--- config.mk ---
export PLATFORM = sky130hd
export DESIGN_NAME = mac_config
export DESIGN_NICKNAME = d
export VERILOG_FILES = /design/src/design/mac_pkg.sv /design/src/design/mac_config.sv /design/src/design/mac_offset_add.sv
export SDC_FILE = /design/constraint.sdc
export NUM_CORES = 1
export LEC_CHECK = 0
export ABC_AREA = 0
export BUFFER_PORTS_ARGS = -buffer_cell sky130_fd_sc_hd__buf_2
export CAP_MARGIN = 20
export CORE_MARGIN = 4
export CORE_UTILIZATION = 25
export DETAILED_ROUTE_END_ITERATION = 12
export GPL_TIMING_DRIVEN = 0
export PLACE_DENSITY = 0.51
export SLEW_MARGIN = 20
export SYNTH_ARGS = -nofsm -noshare
export SYNTH_HDL_FRONTEND = slang
export SYNTH_SLANG_ARGS = --single-unit
--- constraint.sdc ---
create_clock -name clk_sys_in -period 5 [get_ports clk_sys_in]
set_clock_uncertainty 0.05 [all_clocks]
set_input_delay 0.5 -clock clk_sys_in [delete_from_list [all_inputs] [get_ports clk_sys_in]]
set_output_delay 0.5 -clock clk_sys_in [all_outputs]
set_load 0.02 [all_outputs]
--- src/design/mac_pkg.sv ---
// Constants for the monitor measurement-configuration block
package mac_pkg;
	localparam logic [7:0] REM2_OFFSET_ADDR  = 8'h72;
	localparam logic [7:0] MEAS_CFG2_ADDR    = 8'h73;
	localparam logic [7:0] LOCK_CFG1_ADDR    = 8'h40;
	localparam logic [7:0] FAN1_MIN_HI_ADDR  = 8'h55;
	localparam logic [7:0] TEST2_ADDR        = 8'h7F;
	localparam logic [7:0] REM2_OFFSET_RESET = 8'h00;
	localparam logic [7:0] MEAS_CFG2_RESET   = 8'h00;
	localparam logic [7:0] FAN1_MIN_HI_RESET = 8'h00;
	localparam logic [7:0] TEST2_RESET       = 8'h00;
	localparam int         LOCK_BIT          = 1;
	localparam int         AVG_DIS_BIT       = 4;
	localparam int         ATTENUATOR_BYPASS_BYP_BIT      = 5;
	localparam int         SINGLE_SINGLE_CHANNEL_CONVERT_BIT   = 6;
	localparam int         SHUTDOWN_BIT      = 7;
	localparam int         EXT_CLK_BIT       = 2;
	localparam int         CHSEL_LSB         = 5;
	localparam logic [2:0] CHSEL_2V5         = 3'h0;
	localparam logic [2:0] NUM_CHANNELS      = 3'h7;
	localparam logic [9:0] SCAN_AVG_CYCLES   = 10'h100;
	localparam logic [9:0] SCAN_FAST_CYCLES  = 10'h010;
endpackage

--- src/design/mac_config.sv ---
// Measurement configuration registers and conversion sequencing
`timescale 1ns/100ps
////////////////////////////////////////////////////////////////////////////////
// Functional notes
// Remote-two reading gets offset register added, 0.25 degree steps, reset zero.
// Offset is twos complement, may raise or lower the reading.
// With lock bit set, offset register ignores writes.
// Configuration register two resets to all zeros.
// Sense bit zero: fan speed measured from 3-wire tach.
// Sense bit one: input switched to 2-wire pulse sensing.
// Bit 4 disables averaging, conversions finish much faster.
// Bit 5 bypasses attenuators on the four voltage inputs.
// Bit 6 converts one selected channel repeatedly.
// Test bit 2 starts conversions on external clock edges, supplied outside.
// Single channel chosen by bits 7:5 of fan1 minimum high byte.
// Bit 7 shuts fans off, duty values kept.
module mac_config (
	input  wire logic              clk_sys_in,
	input  wire logic              nrst_in,
	input  wire logic              reg_wr_in,
	input  wire logic              reg_rd_in,
	input  wire logic [7:0]        reg_addr_in,
	input  wire logic [7:0]        reg_wdata_in,
	input  wire logic              fan1_tach_pin_in,
	input  wire logic signed [9:0] rem2_raw_in,
	input  wire logic              rem2_raw_valid_in,
	output logic [7:0]             reg_rdata_out,
	output logic                   reg_rvalid_out,
	output logic [3:0]             fan_two_wire_sel_out,
	output logic                   averaging_disable_out,
	output logic                   attenuator_bypass_out,
	output logic                   single_channel_convert_out,
	output logic                   fan_shutdown_out,
	output logic [2:0]             adc_channel_out,
	output logic                   single_channel_convert_start_out,
	output logic signed [9:0]      rem2_temp_out,
	output logic                   rem2_temp_valid_out
);
	typedef struct packed {
		logic [7:0] offset;
		logic [7:0] cfg2;
		logic [7:0] cfg1;
		logic [7:0] fan1_min_hi;
		logic [7:0] test2;
		logic [7:0] rdata;
		logic       rvalid;
		logic [2:0] chan;
		logic [9:0] cnt;
		logic       start;
		logic [2:0] tach_sync;
	} mac_st_type;

	mac_st_type s_q;
	mac_st_type s_d;
	logic       locked;
	logic       ext_edge;
	logic [9:0] scan_len;

	////////////////////////////////////////////////////////////////////////////
	// Write qualification and conversion pacing
	assign locked   = s_q.cfg1[mac_pkg::LOCK_BIT];
	// Rising edge taken from two synchronised stages only, never the first
	assign ext_edge = s_q.tach_sync[1] & ~s_q.tach_sync[2];
	// Averaging off shortens each conversion slot
	assign scan_len = s_q.cfg2[mac_pkg::AVG_DIS_BIT] ? mac_pkg::SCAN_FAST_CYCLES
		: mac_pkg::SCAN_AVG_CYCLES;

	always_comb begin
		s_d = s_q;
		s_d.start = 1'b0;
		s_d.rvalid = reg_rd_in;
		s_d.tach_sync = {s_q.tach_sync[1:0], fan1_tach_pin_in};
		// Register writes; lock bit is sticky until reset
		if (reg_wr_in) begin
			unique case (reg_addr_in)
				mac_pkg::REM2_OFFSET_ADDR: begin
					if (!locked)
						s_d.offset = reg_wdata_in;
				end
				mac_pkg::MEAS_CFG2_ADDR: begin
					if (!locked)
						s_d.cfg2 = reg_wdata_in;
				end
				mac_pkg::LOCK_CFG1_ADDR: begin
					if (!locked)
						s_d.cfg1 = reg_wdata_in;
				end
				mac_pkg::FAN1_MIN_HI_ADDR: s_d.fan1_min_hi = reg_wdata_in;
				mac_pkg::TEST2_ADDR:       s_d.test2 = reg_wdata_in;
				default: ;
			endcase
		end
		// Read mux; unmapped addresses read zero
		if (reg_rd_in) begin
			unique case (reg_addr_in)
				mac_pkg::REM2_OFFSET_ADDR: s_d.rdata = s_q.offset;
				mac_pkg::MEAS_CFG2_ADDR:   s_d.rdata = s_q.cfg2;
				mac_pkg::LOCK_CFG1_ADDR:   s_d.rdata = s_q.cfg1;
				mac_pkg::FAN1_MIN_HI_ADDR: s_d.rdata = s_q.fan1_min_hi;
				mac_pkg::TEST2_ADDR:       s_d.rdata = s_q.test2;
				default:                   s_d.rdata = 8'h00;
			endcase
		end
		// Conversion pacing: external clock edge or internal slot timer
		if (s_q.test2[mac_pkg::EXT_CLK_BIT]) begin
			s_d.cnt = 10'h000;
			s_d.start = ext_edge;
		end else if (s_q.cnt >= scan_len - 10'h001) begin
			s_d.cnt = 10'h000;
			s_d.start = 1'b1;
		end else begin
			s_d.cnt = s_q.cnt + 10'h001;
		end
		// Channel choice on each start
		if (s_q.start) begin
			if (s_q.cfg2[mac_pkg::SINGLE_SINGLE_CHANNEL_CONVERT_BIT])
				s_d.chan = s_q.fan1_min_hi[mac_pkg::CHSEL_LSB +: 3];
			else if (s_q.chan >= mac_pkg::NUM_CHANNELS - 3'h1)
				s_d.chan = mac_pkg::CHSEL_2V5;
			else
				s_d.chan = s_q.chan + 3'h1;
		end
	end

	// Single register stage holds every piece of state except the registered result inside the offset adder
	always_ff @(posedge clk_sys_in) begin
		if (!nrst_in) begin
			s_q <= '0;
			s_q.offset <= mac_pkg::REM2_OFFSET_RESET;
			s_q.cfg2 <= mac_pkg::MEAS_CFG2_RESET;
			s_q.fan1_min_hi <= mac_pkg::FAN1_MIN_HI_RESET;
			s_q.test2 <= mac_pkg::TEST2_RESET;
		end else begin
			s_q <= s_d;
		end
	end

	////////////////////////////////////////////////////////////////////////////
	// Outputs
	assign reg_rdata_out              = s_q.rdata;
	assign reg_rvalid_out             = s_q.rvalid;
	assign fan_two_wire_sel_out       = s_q.cfg2[3:0];
	assign averaging_disable_out      = s_q.cfg2[mac_pkg::AVG_DIS_BIT];
	assign attenuator_bypass_out      = s_q.cfg2[mac_pkg::ATTENUATOR_BYPASS_BYP_BIT];
	assign single_channel_convert_out = s_q.cfg2[mac_pkg::SINGLE_SINGLE_CHANNEL_CONVERT_BIT];
	// Duty registers live elsewhere and are untouched by shutdown
	assign fan_shutdown_out           = s_q.cfg2[mac_pkg::SHUTDOWN_BIT];
	assign adc_channel_out            = s_q.chan;
	assign single_channel_convert_start_out             = s_q.start;

	// Offset arithmetic kept apart so the adder can be reused per channel
	mac_offset_add u_add (
		.clk_sys_in     (clk_sys_in),
		.nrst_in        (nrst_in),
		.raw_temp_in    (rem2_raw_in),
		.raw_valid_in   (rem2_raw_valid_in),
		.offset_in      (s_q.offset),
		.temp_out       (rem2_temp_out),
		.temp_valid_out (rem2_temp_valid_out)
	);

	////////////////////////////////////////////////////////////////////////////
	// Checks
	property p_lock_holds;
		@(posedge clk_sys_in) disable iff (!nrst_in)
		(locked && reg_wr_in && reg_addr_in == mac_pkg::REM2_OFFSET_ADDR) |=> $stable(s_q.offset);
	endproperty
	a_lock_holds: assert property (p_lock_holds)
		else $error("offset changed while locked");

	property p_unlocked_write;
		@(posedge clk_sys_in) disable iff (!nrst_in)
		(!locked && reg_wr_in && reg_addr_in == mac_pkg::REM2_OFFSET_ADDR)
			|=> (s_q.offset == $past(reg_wdata_in));
	endproperty
	a_unlocked_write: assert property (p_unlocked_write)
		else $error("offset write not visible");

	property p_reset_zero;
		@(posedge clk_sys_in) $rose(nrst_in) |-> (s_q.cfg2 == 8'h00);
	endproperty
	a_reset_zero: assert property (p_reset_zero)
		else $error("config two not zero after reset");

	property p_sense_sel;
		@(posedge clk_sys_in) disable iff (!nrst_in)
		(reg_wr_in && !locked && reg_addr_in == mac_pkg::MEAS_CFG2_ADDR)
			|=> (fan_two_wire_sel_out == $past(reg_wdata_in[3:0]));
	endproperty
	a_sense_sel: assert property (p_sense_sel)
		else $error("sense select not applied");

	property p_fast_slot;
		@(posedge clk_sys_in) disable iff (!nrst_in)
		(averaging_disable_out && !s_q.test2[mac_pkg::EXT_CLK_BIT])
			|=> (s_q.cnt < mac_pkg::SCAN_FAST_CYCLES);
	endproperty
	a_fast_slot: assert property (p_fast_slot)
		else $error("fast slot count out of range");

	property p_single_chan;
		@(posedge clk_sys_in) disable iff (!nrst_in)
		(s_q.start && single_channel_convert_out)
			|=> (adc_channel_out == $past(s_q.fan1_min_hi[7:5]));
	endproperty
	a_single_chan: assert property (p_single_chan)
		else $error("single channel not taken from selector");

	property p_ext_start;
		@(posedge clk_sys_in) disable iff (!nrst_in)
		(s_q.test2[mac_pkg::EXT_CLK_BIT] && $past(s_q.test2[mac_pkg::EXT_CLK_BIT]) && ext_edge)
			|=> single_channel_convert_start_out;
	endproperty
	a_ext_start: assert property (p_ext_start)
		else $error("external edge did not start conversion");

	property p_shutdown;
		@(posedge clk_sys_in) disable iff (!nrst_in)
		(reg_wr_in && !locked && reg_addr_in == mac_pkg::MEAS_CFG2_ADDR)
			|=> (fan_shutdown_out == $past(reg_wdata_in[7]))
				&& (attenuator_bypass_out == $past(reg_wdata_in[5]))
				&& (single_channel_convert_out == $past(reg_wdata_in[6]));
	endproperty
	a_shutdown: assert property (p_shutdown)
		else $error("config bits not applied");
endmodule

--- src/design/mac_offset_add.sv ---
// Signed offset adder for the remote-two temperature reading
`timescale 1ns/100ps
module mac_offset_add (
	input  wire logic              clk_sys_in,
	input  wire logic              nrst_in,
	input  wire logic signed [9:0] raw_temp_in,
	input  wire logic              raw_valid_in,
	input  wire logic signed [7:0] offset_in,
	output logic signed [9:0]      temp_out,
	output logic                   temp_valid_out
);
	typedef struct packed {
		logic signed [9:0] temp;
		logic              vld;
	} mac_add_st_type;

	mac_add_st_type s_q;
	mac_add_st_type s_d;

	// Sum in quarter degrees, saturated so a big offset cannot wrap
	always_comb begin
		logic signed [10:0] sum;
		sum = 11'sh000;
		s_d = s_q;
		s_d.vld = raw_valid_in;
		if (raw_valid_in) begin
			sum = 11'(raw_temp_in) + 11'(offset_in);
			if (sum > 11'sh1FF)
				s_d.temp = 10'sh1FF;
			else if (sum < -11'sh200)
				s_d.temp = -10'sh200;
			else
				s_d.temp = sum[9:0];
		end
	end

	always_ff @(posedge clk_sys_in) begin
		if (!nrst_in)
			s_q <= '0;
		else
			s_q <= s_d;
	end

	assign temp_out       = s_q.temp;
	assign temp_valid_out = s_q.vld;

	property p_add_follows;
		@(posedge clk_sys_in) disable iff (!nrst_in)
		(raw_valid_in && raw_temp_in == 10'sh000) |=> (temp_out == 10'($past(offset_in)));
	endproperty
	a_add_follows: assert property (p_add_follows)
		else $error("offset not added to zero reading");
endmodule

Word-level counts from Yosys, hierarchy flattened

Index checks and enable logic that the tools add are counted.

Flip-flop bits (word level): 77
Input port bits: 32
Output and inout bits: 32
Logic and storage cells: 47

Add/sub/neg operators: 4
$lt $le $gt $ge: 4
Equality and inequality tests: 5
Multiplexer cells: 9
Bitwise gates (word level): 4
Reduce and logical (&&, ||, !) cells: 7

Operators with widths:

| cell                                                            | count |
|---|---|
| == test 8 x 7 -> 1 bit, second input constant                   | 5 |
| case mux 8 bit (5 select lines)                                 | 1 |
| two-way mux 10 bit                                              | 2 |
| adder 10 x 8 -> 11 bit                                          | 1 |
| greater-than comparator 11 x 10 -> 1 bit, second input constant | 1 |
| less-than comparator 11 x 10 -> 1 bit, second input constant    | 1 |
| adder 10 x 1 -> 10 bit, second input constant                   | 1 |
| >= comparator 10 bit                                            | 1 |
| subtractor 9 x 1 -> 10 bit, second input constant               | 1 |
| two-way mux 9 bit                                               | 1 |
| AND reduction 3 bit                                             | 3 |
| two-way mux 3 bit                                               | 2 |
| AND reduction 2 bit                                             | 3 |
| adder 3 x 1 -> 3 bit, second input constant                     | 1 |
| >= comparator 3 bit, second input constant                      | 1 |
| inverter 1 bit                                                  | 3 |
| OR reduction 3 bit                                              | 1 |
| two-way mux 1 bit                                               | 2 |
| two-way mux 2 bit                                               | 1 |
| bitwise AND 1 bit                                               | 1 |

Logic depth before layout (Yosys ltp)

Gate-level depths: netlist of run 1.

Depth after elaboration: 5
Depth in mapped cells: 10

Hierarchy

From an unflattened synthesis of run 1, not the netlist that was laid out.

Cells, all modules: 439
Area total of the unflattened synthesis: 4112.7 um^2

Modules (own cells, without submodules):

| module         | times used | cells each | area each (um^2) | seq. area each (um^2) |
|---|---|---|---|---|
| mac_config     | 1          | 324        | 3055.4           | 1321.3 |
| mac_offset_add | 1          | 115        | 1057.3           | 220.2 |

Least setup slack after synthesis of run 1

No wires, ideal clock.

Kind: input to register
Start: input rem2_raw_in[0]
End: register u_add.s_q (netlist bit u_add.temp_out[2])
Setup time: 0.070 ns
Data arrival time: 2.260 ns
Data required time: 4.880 ns
Path slack: 2.620 ns
Stages: 10
Path buffers: 0
Path through: ha_1 inv_1 fa_1 nand2b_1 a21oi_1 nor3_1 nor2b_1 o22ai_2 maj3_1 a21oi_1

Word-level cells in the longest chain between the ends: 4

Ends and longest elaborated chain:

| item                                  | line                 | RTL |
|---|---|---|
| start: declaration                    | mac_config.sv:25     | `input wire logic signed [9:0] rem2_raw_in,` |
| adder 10 x 8 -> 11 bit (*)            | mac_offset_add.sv:27 | `sum = 11'(raw_temp_in) + 11'(offset_in);` |
| less-than comparator 11 x 10 -> 1 bit | mac_offset_add.sv:30 | `else if (sum < -11'sh200)` |
| two-way mux 10 bit                    | mac_offset_add.sv:30 |  |
| two-way mux 10 bit (*)                | mac_offset_add.sv:28 | `if (sum > 11'sh1FF)` |
| end signal: assignment                | mac_offset_add.sv:39 | `s_q <= '0;` |
| end signal: assignment                | mac_offset_add.sv:41 | `s_q <= s_d;` |
| end: declaration                      | mac_offset_add.sv:17 | `mac_add_st_type s_q;` |

Every way passes the cells marked *; elsewhere a longest branch is shown, timed or not.
A chain may end at the register's enable or synchronous reset.

Worst setup path after layout of run 1

Start: register s_q[58] (netlist name)
End: register u_add.s_q (netlist bit u_add.temp_out[3])

Word-level cells in the longest chain between the ends: 4

Ends and longest elaborated chain:

| item                                  | line                 | RTL |
|---|---|---|
| start: declaration                    | mac_config.sv:53     | `mac_st_type s_q;` |
| adder 10 x 8 -> 11 bit (*)            | mac_offset_add.sv:27 |  |
| less-than comparator 11 x 10 -> 1 bit | mac_offset_add.sv:30 |  |
| two-way mux 10 bit                    | mac_offset_add.sv:30 |  |
| two-way mux 10 bit (*)                | mac_offset_add.sv:28 |  |

Marked as above.

==> results of run 1 <==
cells in the final DEF (no fill, tap or decap), drive strengths merged, types with 2 or more instances in the layout:
cell type / Yosys / final
buf: 18 / 79
dfxtp: 77 / 77
mux2i: 40 / 40
nor2b: 35 / 35
a21oi: 34 / 34
nand2: 30 / 30
o21ai: 29 / 29
clkbuf: 15 / 24
nand3: 18 / 18
ha: 16 / 16
nor2: 15 / 15
inv: 11 / 12
maj3: 9 / 9
a22o: 9 / 9
xnor2: 8 / 8
a21boi: 8 / 8
xor2: 7 / 7
and3: 5 / 5
and2: 5 / 5
nor3: 5 / 5
a21o: 4 / 4
or4: 4 / 4
clkinv: 0 / 4
nand2b: 2 / 2
o211ai: 2 / 2
a22oi: 2 / 2
o211a: 2 / 2
bufinv: 0 / 2
logic make-up (layout without fill, tap and decap cells):
family,after synthesis,count (layout),synth area share
and+or+nand+nor,124,124,0.178
AOI/OAI and AO/OA,95,95,0.150
xor gates and xnor gates,15,15,0.0356
other,1,1,0.000960
buffers and inverters,44,121,0.0593
DFF,77,77,0.395
muxes,40,40,0.103
adders and majority gates,26,26,0.0795
worst max-delay path, cell delays in order, from the launching register on:
cell      delay, ps
dfxtp_1         370
ha_1            180
inv_1            50
fa_1            400
nand2b_1        180
a21oi_1         210
nor3_1          120
nor2b_1         150
o22ai_2         190
maj3_1          420
a21oi_1         150
layer usage:
layer | vias up | GRT usage
li1 | 1609 | -
met2 | 63 | 0.190
met5 | - | 0
met1 | 1503 | 0.140
met4 | 2 | 0.0398
met3 | 15 | 0.0331
registers in the layout (all words and copies together) (netlist names), 2 cells and up:
| signal | flops |
|---|---|
| s_q | 42 |
| s_d | 2 |
| adc_channel_out | 3 |
| fan_two_wire_sel_out | 4 |
| reg_rdata_out | 8 |
| u_add.temp_out | 10 |
power by group:
| group | leakage (nW) | internal [mW] | switching, mW |
|---|---|---|---|
| Sequential | 0.627 | 0.628 | 0.00811 |
| Clock | 0.161 | 0.440 | 0.263 |
| Combinational | 1.26 | 0.0516 | 0.0760 |
per-stage QoR:
stage | instance area, um2 | std cells | util | power (mW)
floorplan | 3910 | 422 | - | 0.727
global route | 4800 | 710 | 0.314 | 1.52
finish | 4800 | 710 | 0.314 | 1.47
detailed placement | 4470 | 694 | 0.293 | 0.778
CTS | 4800 | 710 | 0.314 | 1.49
global placement | 4470 | 694 | 0.293 | 0.777
how the worst max path moves through the flow:
stage / from / slack (ps) / end
finish: s_q[58] / 2470 / u_add.temp_out[3]
detailed placement: rem2_raw_in[0] / 2260 / u_add.temp_out[3]
global route: s_q[58] / 2260 / u_add.temp_out[6]
floorplan: rem2_raw_in[0] / 2620 / u_add.temp_out[2]
global placement: rem2_raw_in[0] / 2290 / u_add.temp_out[3]
CTS: s_q[58] / 2450 / u_add.temp_out[3]
cell type report:
cell class                 count  area share
clock inverter                 7      0.0206
clock buffer                   9      0.0469
timing repair buffer          61      0.0636
tap                          211      0.0550
inverter                      11     0.00860
buffer                        33      0.0396
multi-input combinational    301       0.444
sequential                    77       0.321
==> key figures, run 1 <==
Clock tree
  • CTS Buf Count: 9
  • TritonCTS clock tree: done
  • H-tree levels: 3
  • Root Buffer: clkbuf_16
  • CTS Sinks: 77
  • CTS Hold Bufs: 0
  • Clk buf depth: 2
  • Reg clk slew, reported paths: 60 ps
  • Post-CTS setup buffer count: 0
  • Post-CTS Resized: 0
  • Clock Latency Late Sink: ~330 ps

Floorplanning
  • Row count: 45
  • Core Area: 15300 um2
  • Initial core utilization: 0.256
  • Die width: 133 um
  • Die ar.: ~18000 um2
  • Die H: 133 um
  • Ports: 64

Detailed routing
  • DRT met1 WL: 4480 um
  • Final WL: 9990 um
  • Drc violations: 0
  • TritonRoute pass-1 iters: 4
  • Routed Antenna Nets: 0
  • WL/cell: 14.1 um
  • Drt via density: 4.50
  • 1st-iter DRT viols: 120
  • Metal3 WL: 518 um
  • Met2 WL: 4790 um
  • Via count: 3192
  • Top Layer Used: met5

Status
  • Status: complete, no violations

Synthesis
  • Top-area cell type share of the netlist area: 0.395
  • Most common cell in the netlist: dfxtp_1
  • Post-synth top cells: dfxtp_1, mux2i_1, nor2b_1
  • Register area share after synthesis: 0.395
  • Top_reg_cell synth: dfxtp_1
  • Synthesized flop and latch total: between 70 and 80
  • Mapped Nets: 471
  • Synth warnings: 0
  • Cells after Synth: 422
  • EDFF count, synth: 0
  • Async SR Flop Fraction: 0
  • Yosys top cell by area: dfxtp_1
  • Unique masters post-synth: 47
  • Mapped Area: 3900 um2
  • Avg Inst Size Synth: a little over 9 um2
  • Top post-synthesis cells by area: dfxtp_1, mux2i_1, nor2b_1, ha_1, a21oi_1

Placement
  • Post-Place Worst Slack: ~2300 ps
  • Final Wtd Congestion: approximately 0.83
  • Port Buf Inserts: approximately 60
  • Detailed Place HPWL: 7680 um

Hold path
  • HP Class: in -> reg
  • Hold depth: 2
  • Worst hold endpoint: s_d[1]
  • Hold Startpoint: fan1_tach_pin_in

STA
  • Rel. slew slack: 0.514
  • Fraction of the cycle the final worst path needs: 0.505
  • Slew at the pin closest to its max-slew limit: just over 700 ps
  • Final count of hold timing violations: 0
  • FMAX: 396 MHz
  • PnR worst setup slack: 2470 ps
  • Setup TNS: 0 ps
  • Setup-failing EPs final: 0
  • Tmin final: approximately 2500 ps
  • Slew Viols, Final: 0
  • WHS: 320 ps
  • Unrepaired setup endpoints after global routing: no

Setup path
  • CP Class: reg -> reg
  • Reg2reg setup slack: 2470 ps
  • WP data required: roughly 5200 ps
  • Startpoint Class: flop
  • Maximum fanout along the worst path: 10
  • WP data arrival: 2740 ps
  • Crit Reg-Reg Startpoint: s_q[58]
  • RR Endpoint: u_add.temp_out[3]
  • R2R cell count: 10
  • Critical Path Sink Type: flop

Layout
  • Nets: about 540
  • Ant diodes: 0
  • Fraction of layout cells with a size suffix above 1: 0.218
  • Fillers: roughly 1600
  • Layout area overhead: 22.9%
  • Multi-input logic area: 2130 um2
  • Register Area: between 1500 and 2000 um2

GRT
  • Initial antenna violation count: 1
  • Gr ovfl total: 0
  • Total GRT Usage: 0.114
  • Largest net degree at the start of global routing: 15
  • Wire length of the first global-routing pass: 16100 um
  • Vias in the first global route: about 3200

Run
  • Max Cap Violations: 0

Power
  • Maximum VDD drop: 0.154 mV
  • Leakage Power: 2.05 nW
  • Pwr Density: just over 300 nW/um2
Note: power is estimated with default switching activity, not from simulation.
==> run 2, diff against run 1 <==
--- a/config.mk
+++ b/config.mk
@@ -5,14 +5,14 @@
 export SDC_FILE = /design/constraint.sdc
 export NUM_CORES = 1
 export LEC_CHECK = 0
-export ABC_AREA = 0
+export ABC_AREA = 1
 export BUFFER_PORTS_ARGS = -buffer_cell sky130_fd_sc_hd__buf_2
 export CAP_MARGIN = 20
 export CORE_MARGIN = 4
 export CORE_UTILIZATION = 25
 export DETAILED_ROUTE_END_ITERATION = 12
 export GPL_TIMING_DRIVEN = 0
-export PLACE_DENSITY = 0.51
+export PLACE_DENSITY = 0.52
 export SLEW_MARGIN = 20
 export SYNTH_ARGS = -nofsm -noshare
 export SYNTH_HDL_FRONTEND = slang
==> constraint.sdc (replaced) <==
create_clock -name clk_sys_in -period 2.1 [get_ports clk_sys_in]
set_clock_uncertainty 0.05 [all_clocks]
set_input_delay 0.21 -clock clk_sys_in [delete_from_list [all_inputs] [get_ports clk_sys_in]]
set_output_delay 0.21 -clock clk_sys_in [all_outputs]
set_load 0.02 [all_outputs]
==> run 2 against run 1 <==
  * Global-route usage up 0.96 points
  * Routed wire length rose by 9.0%
  * Register-to-register slack worse by 2300 ps
  * Combinational power rose to 2.5 times the previous value
  * Area after synthesis shrank 0.35%
  * Total power is 140% higher
  * Largest cell class unchanged
==> key figures, run 2 <==
Detailed routing
  • TritonRoute pass-1 iters: 5
  • Met2 WL: 4890 um
  • 1st-iter DRT viols: roughly 240
  • Drc violations: 0
  • DRT met1 WL: 5270 um
  • Via count: roughly 3700
  • Routed Antenna Nets: 0
  • Final WL: 10900 um
  • Drt via density: 4.65
  • Metal3 WL: 566 um
  • WL/cell: 13.9 um
  • Top Layer Used: met4

Hold path
  • HP Class: in -> reg
  • Hold depth: 3
  • Hold Startpoint: fan1_tach_pin_in

Synthesis
  • Avg Inst Size Synth: ~7.5 um2
  • Simple-Gate Fraction of Synth Area: 0.196
  • Most common cell in the netlist: nand2_1
  • Cells after Synth: about 520
  • Top post-synthesis cells by area: dfxtp_1, a21oi_1, nand2_1, o21ai_0, inv_1
  • Synth Area in XOR/XNOR: 0.0270
  • Unique masters post-synth: 34
  • Yosys top cell by area: dfxtp_1
  • Async SR Flop Fraction: 0
  • Mux cell area share after synthesis: 0
  • Post-synthesis compound-gate area fraction: 0.210
  • Synth Area in Adders: 0.0566
  • Mapped Area: 3890 um2
  • Top_reg_cell synth: dfxtp_1
  • Post-synth top cells: nand2_1, dfxtp_1, a21oi_1
  • Register area share after synthesis: 0.396
  • EDFF count, synth: 0
  • Main combinational cell family by area after synthesis: compound AO/OA/AOI/OAI gates
  • Mapped Nets: 571
  • Synth warnings: 0
  • Top-area cell type share of the netlist area: 0.396
  • Synthesized flop and latch total: 77

Setup path
  • Critical Path Sink Type: flop
  • Critical path's slowest cell: dfxtp_2
  • Maximum fanout along the worst path: 7
  • CP cell instances: ha_4 -> inv_1 -> fa_2 -> inv_1 -> nand2_1 -> nand3_2 -> nand2_1 -> nand3_1 -> nand2_2 -> a21oi_4 -> a21oi_1
  • CP startpoint: s_q[58]
  • WP data required: approximately 2300 ps
  • Crit Reg-Reg Startpoint: s_q[58]
  • CP Class: reg -> reg
  • R2R cell count: 11
  • Startpoint Class: flop
  • WP data arrival: 2090 ps
  • CP peak stage delay: 370 ps

Power
  • Pwr Density: 727 nW/um2
  • Clk pwr share: 0.470
  • Switching fraction of total power: 0.232
  • Combinational Power Share: 0.093
  • Int Power: between 2 and 3 mW
  • Leakage Power: 2.10 nW
  • Reg power frac: 0.437
  • P_sw: between 0.8 and 0.9 mW
  • Maximum VDD drop: between 0.4 and 0.5 mV
  • Total power: 3.48 mW

STA
  • Tmin final: 1940 ps
  • Slew Viols, Final: 0
  • WHS: 20.8 ps
  • Final count of hold timing violations: 0
  • Fraction of the cycle the final worst path needs: 0.922
  • Slew at the pin closest to its max-slew limit: between 600 and 700 ps
  • Rel. slew slack: 0.594
  • Unrepaired setup endpoints after global routing: no
  • Setup-failing EPs final: 0
  • FMAX: between 500 and 600 MHz
  • Setup TNS: 0 ps

Layout
  • Ant diodes: 0
  • Fraction of layout cells with a size suffix above 1: 0.222
  • Layout area overhead: 22.8%
  • Max reg flops: 42
  • Nets: 644
  • Post-Layout Cell Count: 786
  • Commonest cells after routing, fill and taps aside: nand2_1, dfxtp_1, a21oi_1
  • Final Cell Area: 4780 um2
  • Commonest non-fill, non-tap cell in the layout: nand2_1
  • Top reg by flops: s_q

GRT
  • Initial antenna violation count: 0
  • Wire length of the first global-routing pass: 17700 um
  • Largest net degree at the start of global routing: 13
  • Vias in the first global route: roughly 3600
  • Total GRT Usage: 0.124
  • Gr ovfl total: 0

Clock tree
  • Clk buf depth: 2
  • H-tree levels: 3
  • Root Buffer: clkbuf_16
  • TritonCTS clock tree: done
  • CTS Sinks: between 70 and 80
  • Reg clk slew, reported paths: 60 ps
  • CTS Buf Count: 9
  • CTS Hold Bufs: 0
  • Clock Latency Late Sink: 330 ps

Placement
  • Port Buf Inserts: 62
  • Final Wtd Congestion: between 0.8 and 0.9
  • Cell count after placement: a little under 800
  • Detailed Place HPWL: roughly 8500 um
  • Area post-placement: 4440 um2

Floorplanning
  • Die ar.: 17600 um2
  • Ports: 64
  • Initial core utilization: 0.256
  • Die width: 133 um
  • Core Area: between 15000 and 20000 um2
  • Row count: 45
  • Die H: 133 um

Status
  • Status: complete, no violations

Run
  • Max Cap Violations: 0
-- run 2: cell types whose count changed after synthesis, moves of 8 or more --
cell	change
nand2_1	+56
inv_1	+54
mux2i_1	-40
a21oi_1	+35
nor2b_1	-35
o21ai_0	+25
nor2_1	+11
a22o_1	-9
maj3_1	-9
a21boi_0	-8
nand2_2	+8
o22ai_1	+8
-- run 2: final cells by class --
| cell class | instances | area, um2 |
|---|---|---|
| clock buffer | 10 | 239 |
| sequential | 77 | 1540 |
| clock inverter | 4 | 73.8 |
| inverter | 70 | 263 |
| timing repair buffer | 62 | 310 |
| fill | 1668 | 10400 |
| tap | 188 | 235 |
| buffer | 28 | 179 |
| multi-input combinational | 347 | 1930 |
-- run 2: per-layer routing --
metal  vias up  track usage
met4         0       0.0381
met2        99        0.196
met3        14       0.0259
li1       1869            -
met1      1676        0.168
met5         -            0
-- run 2: kinds of logic (layout without fill, tap and decap cells) --
kind of cell             Yosys count  count (layout)
flip-flops                        77              77
buffers and inverters             98             174
AO/OA/AOI/OAI                    151             151
AND/OR/NAND/NOR                  166             166
adder cells (fa/ha/maj)           17              17
other                              1               1
XOR/XNOR                          12              12
-- run 2: worst paths after layout --
kind | end | slack (ps)
min | s_d[1] | 20
min reg2reg | s_d[2] | 360
max | u_add.temp_out[4] | 160
max reg2reg | u_add.temp_out[4] | 160
-- run 2: worst max-delay path, delay by kind of cell (launching register included) --
family | cells | cell delay, ps
adder cells (fa/ha/maj) | 2 | 520
AND/OR/NAND/NOR | 5 | 400
AO/OA/AOI/OAI | 2 | 330
buffers and inverters | 2 | 130
flip-flops | 1 | 370
-- run 2: power groups by stage --
stage,combinational [mW],sequential [mW],clock (mW)
2_1_floorplan,0.177,1.57,0
3_3_place_gp,0.316,1.55,0
3_5_place_dp,0.322,1.55,0
4_1_cts,0.323,1.52,1.67
5_1_grt,0.360,1.52,1.73
6_report,0.323,1.52,1.63
-- run 2: per-stage QoR --
stage | setup slack [ps] | util
after floorplan | 285 | -
after global placement | 50.4 | 0.292
after detailed placement | 18.7 | 0.292
after CTS | 51.3 | 0.313
after global routing | 6.35 | 0.314
final | 163 | 0.314
-- run 2: timing repair --
action,CTS,global route
gates cloned,0,0
pin swaps,1,1
endpoints found under the setup margin,5,11
hold endpoints to repair,0,0
gates resized for setup,2,6
setup buffers,0,0
